<file path="src/rtl/tick_timers_pkg.sv">
// Operation
// - set port ORs bits 16:0 into pending
// - clear port clears pending bits 16:0
// - set/clear ports privileged, write-only
// - pending register privileged read/write
// - system time match sets bit 16
// - bits 15:1 request their own level
// - level 14 is shared
// - cycle match sets bit 0
// - user access to compares traps
// - cycle counter counts processor clocks
// - cycle compare resets disabled, zero
// - cycle compare layout, match posts bit
// - interrupt only when level above current priority, enabled
// - 63-bit system counter, bit 63 trap
// - user read traps when trap bit set
// - user write of system counter traps
// - power-on sets trap bit, clears counter
// - reads advance from last written value
// - only power-on reset affects counter
// - system compare resets disabled, zero
// - system compare layout, match posts bit
// - performance counter wrap sets bit 15
package tick_timers_pkg;
	localparam logic [4:0] OFF_SET     = 5'h14;
	localparam logic [4:0] OFF_CLEAR   = 5'h15;
	localparam logic [4:0] OFF_PENDING = 5'h16;
	localparam logic [4:0] OFF_CYC_CMP = 5'h17;
	localparam logic [4:0] OFF_SYS_CNT = 5'h18;
	localparam logic [4:0] OFF_SYS_CMP = 5'h19;
	localparam int         PEND_W      = 17;
	localparam int         BIT_DIS     = 63;
	localparam int         BIT_SYS     = 16;
	localparam int         BIT_CYC     = 0;
	localparam int         BIT_PERF    = 15;
	localparam logic [3:0] LVL_TIMER   = 4'hE;
	localparam logic [63:0] CMP_RST    = 64'h8000000000000000;
	localparam logic [63:0] SYS_RST    = 64'h8000000000000000;

	typedef struct packed {
		logic        rd;
		logic        wr;
		logic [4:0]  addr;
		logic [63:0] wdata;
	} reg_req_t;

	typedef struct packed {
		logic        done;
		logic        priv_opcode;
		logic        priv_action;
		logic [63:0] rdata;
	} reg_rsp_t;
endpackage

</file>
<file path="src/rtl/tick_timers.sv">
`timescale 1ns/1ps
module tick_timers (
	input  wire logic                       clk,
	input  wire logic                       sys_rst,
	input  wire logic                       por,
	input  wire tick_timers_pkg::reg_req_t  req,
	input  wire logic                       privileged_mode_flag,
	input  wire logic                       global_interrupt_enable,
	input  wire logic [3:0]                 current_priority_level,
	input  wire logic                       perf_wrap,
	input  wire logic                       sys_tick_in,
	output tick_timers_pkg::reg_rsp_t       rsp,
	output logic [15:1]                     irq_level,
	output logic                            take_irq,
	output logic [3:0]                      take_level
);
	import tick_timers_pkg::*;

	// ------------------------------------------------------------
	// state
	// ------------------------------------------------------------
	logic [PEND_W-1:0] pending_interrupts;
	logic [63:0]       cycle_match;
	logic [63:0]       system_time_counter;
	logic [63:0]       system_time_match;
	logic [62:0]       cycle_count;
	logic [2:0]        tick_sync;
	logic              cyc_eq_q;
	logic              sys_eq_q;

	// ------------------------------------------------------------
	// decode
	// ------------------------------------------------------------
	wire priv     = privileged_mode_flag;
	wire hit_set  = req.addr == OFF_SET;
	wire hit_clr  = req.addr == OFF_CLEAR;
	wire hit_pend = req.addr == OFF_PENDING;
	wire hit_ccmp = req.addr == OFF_CYC_CMP;
	wire hit_scnt = req.addr == OFF_SYS_CNT;
	wire hit_scmp = req.addr == OFF_SYS_CMP;
	wire acc      = req.rd | req.wr;
	wire bad_port = acc & (hit_set | hit_clr | hit_pend) & ~priv;
	wire bad_cmp  = acc & (hit_ccmp | hit_scmp) & ~priv;
	wire bad_swr  = req.wr & hit_scnt & ~priv;
	wire bad_srd  = req.rd & hit_scnt & ~priv & system_time_counter[BIT_DIS];
	wire refuse   = bad_port | bad_cmp | bad_swr | bad_srd;
	wire wr_ok    = req.wr & ~refuse;
	wire rd_ok    = req.rd & ~refuse;

	// edge of synchronised tick; first stage only feeds second
	wire tick_edge = tick_sync[1] & ~tick_sync[2];

	wire cyc_eq = ~cycle_match[BIT_DIS] & (cycle_match[62:0] == cycle_count);
	wire sys_eq = ~system_time_match[BIT_DIS]
		& (system_time_match[62:0] == system_time_counter[62:0]);
	// post only on the rising edge of equality
	wire cyc_post = cyc_eq & ~cyc_eq_q;
	wire sys_post = sys_eq & ~sys_eq_q;

	// events set; set wins over clear in the same cycle
	logic [PEND_W-1:0] hw_set;
	always_comb begin
		hw_set = '0;
		hw_set[BIT_CYC] = cyc_post;
		hw_set[BIT_SYS] = sys_post;
		hw_set[BIT_PERF] = perf_wrap;
	end

	wire [PEND_W-1:0] wval = req.wdata[PEND_W-1:0];
	logic [PEND_W-1:0] next_pending;
	always_comb begin
		next_pending = pending_interrupts;
		if (wr_ok && hit_pend) begin
			next_pending = wval;
		end else if (wr_ok && hit_set) begin
			next_pending = pending_interrupts | wval;
		end else if (wr_ok && hit_clr) begin
			next_pending = pending_interrupts & ~wval;
		end
		next_pending = next_pending | hw_set;
	end

	// fold timer sources onto level 14
	wire [15:1] lvl_req = {pending_interrupts[15],
		pending_interrupts[14] | pending_interrupts[BIT_SYS] | pending_interrupts[BIT_CYC],
		pending_interrupts[13:1]};

	logic [3:0] top_lvl;
	always_comb begin
		top_lvl = 4'h0;
		// each bit is its own level
		for (int i = 1; i < 16; i++) begin
			if (lvl_req[i]) begin
				top_lvl = 4'(i);
			end
		end
	end
	wire next_take = global_interrupt_enable & (top_lvl > current_priority_level);

	logic [63:0] rd_mux;
	always_comb begin
		rd_mux = 64'h0000000000000000;
		if (hit_pend) begin
			rd_mux = {47'h0, pending_interrupts};
		end else if (hit_ccmp) begin
			rd_mux = cycle_match;
		end else if (hit_scnt) begin
			rd_mux = system_time_counter;
		end else if (hit_scmp) begin
			rd_mux = system_time_match;
		end
	end

	// ------------------------------------------------------------
	// registers
	// ------------------------------------------------------------
	always_ff @(posedge clk) begin
		tick_sync <= {tick_sync[1:0], sys_tick_in};
	end

	// counter and compares reset only by power-on
	always_ff @(posedge clk) begin
		if (por) begin
			cycle_match         <= CMP_RST;
			system_time_match   <= CMP_RST;
			system_time_counter <= SYS_RST;
		end else begin
			if (wr_ok && hit_ccmp) begin
				cycle_match <= req.wdata;
			end
			if (wr_ok && hit_scmp) begin
				system_time_match <= req.wdata;
			end
			// write replaces count, counting resumes from it
			if (wr_ok && hit_scnt) begin
				system_time_counter <= req.wdata;
			end else if (tick_edge) begin
				system_time_counter[62:0] <= system_time_counter[62:0] + 63'h1;
			end
		end
	end

	always_ff @(posedge clk) begin
		if (sys_rst || por) begin
			pending_interrupts <= '0;
			cycle_count        <= '0;
			cyc_eq_q           <= 1'b0;
			sys_eq_q           <= 1'b0;
			rsp                <= '0;
			irq_level          <= '0;
			take_irq           <= 1'b0;
			take_level         <= 4'h0;
		end else begin
			pending_interrupts <= next_pending;
			cycle_count        <= cycle_count + 63'h1;
			cyc_eq_q           <= cyc_eq;
			sys_eq_q           <= sys_eq;
			rsp.done           <= acc;
			rsp.priv_opcode    <= bad_port | bad_cmp | bad_swr;
			rsp.priv_action    <= bad_srd;
			rsp.rdata          <= rd_ok ? rd_mux : 64'h0000000000000000;
			irq_level          <= lvl_req;
			take_irq           <= next_take;
			take_level         <= next_take ? top_lvl : 4'h0;
		end
	end
endmodule

</file>
<file path="config.mk">
export PLATFORM = sky130hd
export DESIGN_NAME = tick_timers
export DESIGN_NICKNAME = d
export VERILOG_FILES = /design/src/rtl/tick_timers_pkg.sv /design/src/rtl/tick_timers.sv
export SDC_FILE = /design/constraint.sdc
export NUM_CORES = 1
export LEC_CHECK = 0
export BUFFER_PORTS_ARGS = -buffer_cell sky130_fd_sc_hd__buf_2
export CAP_MARGIN = 10
export CORE_ASPECT_RATIO = 0.5
export CORE_MARGIN = 10
export CORE_UTILIZATION = 54
export DETAILED_ROUTE_END_ITERATION = 8
export PLACE_DENSITY = 0.77
export SYNTH_ARGS = -nofsm -noshare
export SYNTH_HDL_FRONTEND = slang
export SYNTH_SLANG_ARGS = --single-unit
</file>
<file path="constraint.sdc">
create_clock -name clk -period 2.35 [get_ports clk]
set_input_delay 0.1175 -clock clk [delete_from_list [all_inputs] [get_ports clk]]
set_output_delay 0.1175 -clock clk [all_outputs]
set_load 0.05 [all_outputs]
</file>
* Word-level counts from Yosys, hierarchy flattened *
Cells that the tools add are included.

storage, ports and cells
  bits in registers = 364
  latch bits = 0
  memory bits (writable) = 0
  memory bits (read-only) = 0
  input port bits = 82
  output and inout bits = 87
  word-level logic and storage cells = 102
  memories = 0

cells by class
  add/subtract/negate cells = 2
  $mul = 0
  div/mod/pow operators = 0
  magnitude comparators = 1
  equal/unequal tests = 8
  shifts and indexed selects = 0
  multiplexer cells = 24
  bitwise gates (word level) = 39
  reductions and logical operators = 11

operators by type and width
  operator                 count
  $mux W64                 3
  $add A63 B1 Y63 const B  2
  $eq A63 B63 Y1           2
  $mux W63                 2
  $mux W17                 4
  $mux W4                  14
  $or A17 B17 Y17          2
  $eq A5 B5 Y1 const B     6
  $and A1 B1 Y1            17
  $and A17 B17 Y17         1
  $not A17 Y17             1
  $not A1 Y1               9
  $or A1 B1 Y1             9
  $logic_and A1 B1 Y1      6
  $gt A4 B4 Y1             1
  $reduce_or A2 Y1         2
  $reduce_or A3 Y1         1
  $reduce_bool A2 Y1       1
  $logic_or A1 B1 Y1       1
  $mux W1                  1

* Depth between registers and ports, before layout *
  depth after elaboration = 19
  gate-level depth with buffers = 12
  gate-level depth less buffers = 12

* Worst setup path before layout *
No wires, ideal clock.

  kind = reg-to-reg
  start = register cycle_count[40]
  end = register cycle_count[62]
  library setup time = 0.070 ns
  data arrival time = 2.338 ns
  data required time = 2.280 ns
  path slack = -0.058 ns
  cell stages (with the launch flop) = 8
  path buffers = 1
  clock period less this slack = 2.408 ns
  cells stage by stage = dfxtp_1 and4_4 nand4_4 or4_1 buf_2 or3_1 or4_1 a21oi_1

between the ends
  longest elaborated chain between the ends = 1

ends and longest elaborated chain
  element                 line                RTL
  start, declared         tick_timers.sv:26   logic [62:0] cycle_count;
  start signal, assigned  tick_timers.sv:155  cycle_count <= cycle_count + 63'h1;
  $add A63 B1 Y63         tick_timers.sv:155

Every way passes these cells.
A chain may end at the register's enable or synchronous reset.

* Final worst setup path *
  start = register system_time_counter[5]
  end = register system_time_counter[36]

between the ends
  longest elaborated chain between the ends = 3

ends and longest elaborated chain
  element                 line                RTL
  start, declared         tick_timers.sv:24   logic [63:0] system_time_counter;
  start signal, assigned  tick_timers.sv:136  system_time_counter <= req.wdata;
  start signal, assigned  tick_timers.sv:138  system_time_counter[62:0] <= system_time_counter[62:0] + 63'h1;
  $add A63 B1 Y63         tick_timers.sv:138
  $mux W63                tick_timers.sv:137  end else if (tick_edge) begin
  $mux W63                tick_timers.sv:135  if (wr_ok && hit_scnt) begin

Every way passes these cells. The select of a mux whose other input is x is not followed.

==> results.toml <==
[outcome]
status = "complete, but fails checks"
violations = "negative setup slack"

[drt]
firstDrtPassIters = 6
wl_met3_um = 6430
post_drt_wl_per_cell_um = 21.4
num_vias = 16600
wl_met1_um = 23900
dr.first_iter.drc_count = 2163
vias_per_cell = 6.06
dr_wl_met2_um = 26300
drc = 0
drt_wl_total_um = 58700
top_layer = "met5"
ant_nets = 0

[critical_path]
critPathSlowestCell = "or4_4"
r2r_setup_slack_ns = -0.06
worst_path_dominant_cell_family = "simple AND/OR/NAND/NOR gates"
cp.required_ns = 2.78
ff2ff_path_depth = 6
worstPathCellList = "and3_4 -> nand4_1 -> or4_4 -> buf_8 -> or4_4 -> a311oi_1"
r2r_start = "system_time_counter[5]$_SDFFE_PP0P_"
max_stage_delay_ns = 0.68
critical_path_depth = 6
cp_common_cell = "or4_4"
critPathKind = "flop to flop"
end_kind = "flop"
timing.rr.end = "system_time_counter[36]$_SDFFE_PP0P_"
worst_setup_path_start_kind = "flop"
crit_fanout = 5
timing.critical_path.buf_inv = 1
arrival_ns = 2.84

[yosys]
syn_avg_cell_area_um2 = 8.21
ys.warnings.count = 0
syn_area_um2 = 16700
syn_nets = 2122
synth-main-ff-cell = "dfxtp_1"
yosysTopAreaCell = "dfxtp_1"
synthCells = 2034
yosysSeqAreaShare = 0.437
ys_ff_latch = 364
synth_top_area_frac = 0.437
async_reset_ff_frac = 0
synth.distinct_cells = 62
synthTopCellsByArea = "dfxtp_1, nand2_1, xnor2_1, a21oi_1, nor2_1"
synth_edf_count = 0

[floorplan]
rows = 45
core_area_um2 = 30400
fp.dieW_um = 269
dieArea_um2 = 38800
start_util = 0.549
pin_count = 169
die_y_um = 144

[finish]
multi_input_area_um2 = 8930
fillCellCount = 2464
final_common_cell = "dfxtp_1"
area_delta_synth_final_pct = 24.3
drive_above_1_share = 0.195
final_nets = 2403
layout_common_cells = "dfxtp_1, nand2_1, nor2_1"
seq_area_um2 = 7310

[cts]
cts_sinks = 364
clk_pin_slew_ns = 0.06
tritoncts = "done"
clk_path_buf_depth = 3
cts_root_buf = "clkbuf_16"
clkLatencyLatePin_ns = 0.54
ctsHtreeMaxLevel = 2
cts_buffers = 34

[sta]
worstMarginPinSlew_ns = 1.12
setup_tns_ns = -0.114
setup_slack_ns = -0.0639
relSlewSlack = 0.252
maxSlewViolCount = 0
fin_crit_sh = 1.03
skew_ns = 0.0160
setup_viol = 3
grt_setup_unrepaired = "true"
holdWs_ns = 0.0879
finalHoldViolCount = 0
final.min_clock_period_ns = 2.41
fmaxAchievable_ghz = 0.414

[global_routing]
antenna_found_initial = 3
grt_pass1_vias = 15200
grt_pass1_wl_um = 88000
grt-ovfl-total = 0
gr-usage-all-layers = 0.292
grt_max_degree = 193

[power_and_ir_drop]
p_int_uw = 9820
ir_drop_uv = 461
combPwrFrac = 0.056
swShare = 0.228
p_sw_uw = 2890
pwr-share-seq = 0.490
clkPwrFrac = 0.454
power_density_nw_per_um2 = 613
finalPower_uw = 12700
power.leakage_uw = 0.00770

[min_path]
hold_class = "input port to flop"
hold_depth = 4
whs_endpoint = "rsp[66]$_SDFF_PP0_"
min_from = "req[69]"

[place]
hpwl_um = 41800
io_buffers = 168
gp_congestion = 1.03

[job]
maxCapViolations = 0
## worst max-delay path by stage
stage | from | end
6_report | system_time_counter[5]$_SDFFE_PP0P_ | system_time_counter[36]$_SDFFE_PP0P_
2_1_floorplan | cycle_count[40]$_SDFF_PP0_ | cycle_count[62]$_SDFF_PP0_
5_1_grt | pending_interrupts[4]$_SDFFE_PP0P_ | take_level[1]$_SDFF_PP0_
3_5_place_dp | pending_interrupts[4]$_SDFFE_PP0P_ | take_level[1]$_SDFF_PP0_
3_3_place_gp | pending_interrupts[4]$_SDFFE_PP0P_ | take_level[1]$_SDFF_PP0_
4_1_cts | pending_interrupts[4]$_SDFFE_PP0P_ | take_level[1]$_SDFF_PP0_
## state kept, by name (all words and copies together) (netlist names)
name / flops
pending_interrupts: 17
system_time_match: 64
tick_sync: 3
cycle_match: 64
cyc_eq_q: 1
take_level: 4
take_irq: 1
cycle_count: 63
system_time_counter: 64
sys_eq_q: 1
irq_level: 15
rsp: 67
## final cells by class
class | count | area share
Inverter | 40 | 0.00723
Antenna cell | 1 | 0.000121
Tap cell | 399 | 0.0241
Clock inverter | 5 | 0.00362
Multi-Input combinational cell | 1495 | 0.430
Clock buffer | 54 | 0.0515
Timing Repair Buffer | 380 | 0.131
Sequential cell | 364 | 0.352
## repair_timing
action,4_1_cts,5_1_grt
endpoints found under the setup margin,5,27
resized for setup,4,42
hold endpoints to repair,216,0
pin swaps,3,10
hold buffers,71,0
buffers inserted,0,4
gates cloned,0,1
## per-stage QoR
| step | instances | instance area [um^2] | util | worst slack, ns |
|---|---|---|---|---|
| 2_1_floorplan | 2034 | 16700 | - | 0.00529 |
| 3_3_place_gp | 2602 | 18700 | 0.615 | -0.0619 |
| 3_5_place_dp | 2602 | 18700 | 0.615 | -0.0514 |
| 4_1_cts | 2732 | 20600 | 0.676 | -0.0120 |
| 5_1_grt | 2738 | 20800 | 0.683 | -0.139 |
| 6_report | 2738 | 20800 | 0.683 | -0.0639 |
## logic make-up (layout without fill, tap and decap cells)
group           Yosys count  count (layout)  synth area share
flops                   364             364             0.437
xor+xnor                203             203             0.107
compound gates          385             385             0.145
fa+ha+maj                 6               6           0.00450
buf+inv                 175             479            0.0399
mux                      57              57            0.0367
other cells               0               1                 0
simple gates            844             844             0.231
## per-layer routing
metal,global-route usage,up-vias
met4,0.0991,2
met5,0,-
met2,0.467,885
met1,0.385,7916
met3,0.0641,154
li1,-,7633
## cells in the mapped netlist (3+ instances only)
master / count
o211ai_1: 3
buf_1: 6
nor2b_1: 5
xnor2_1: 126
a2111oi_0: 4
a222oi_1: 17
a22o_1: 11
o21ai_0: 51
nand2_1: 327
nor2_1: 235
a21oi_1: 182
o31ai_1: 4
nand4_1: 63
xor2_1: 77
and4_1: 11
buf_2: 5
or4_1: 6
mux2_2: 34
nor4_1: 33
and3_1: 13
nor3_1: 34
ha_1: 6
a22oi_1: 24
nand3_1: 49
clkbuf_1: 122
or2_2: 5
nand3b_1: 3
o221ai_1: 3
and2_1: 17
or3_1: 30
mux2i_1: 23
a311oi_1: 13
a211oi_1: 50
dfxtp_1: 364
inv_1: 39
## worst reg2reg max path, cell delays in order (launching register included)
cell and delay (ns):
dfxtp_2 0.34, and3_4 0.19, nand4_1 0.24, or4_4 0.68, buf_8 0.18, or4_4 0.41
a311oi_1 0.27
## power by group through the flow
stage,Combinational [uW],Sequential (uW),Clock [uW]
after global placement,584,6370,0
final,712,6230,5770
after CTS,681,6230,5800
after detailed placement,587,6370,0
after floorplan,281,6380,0
after global routing,747,6230,6050
(Power assumes the default switching activity.)
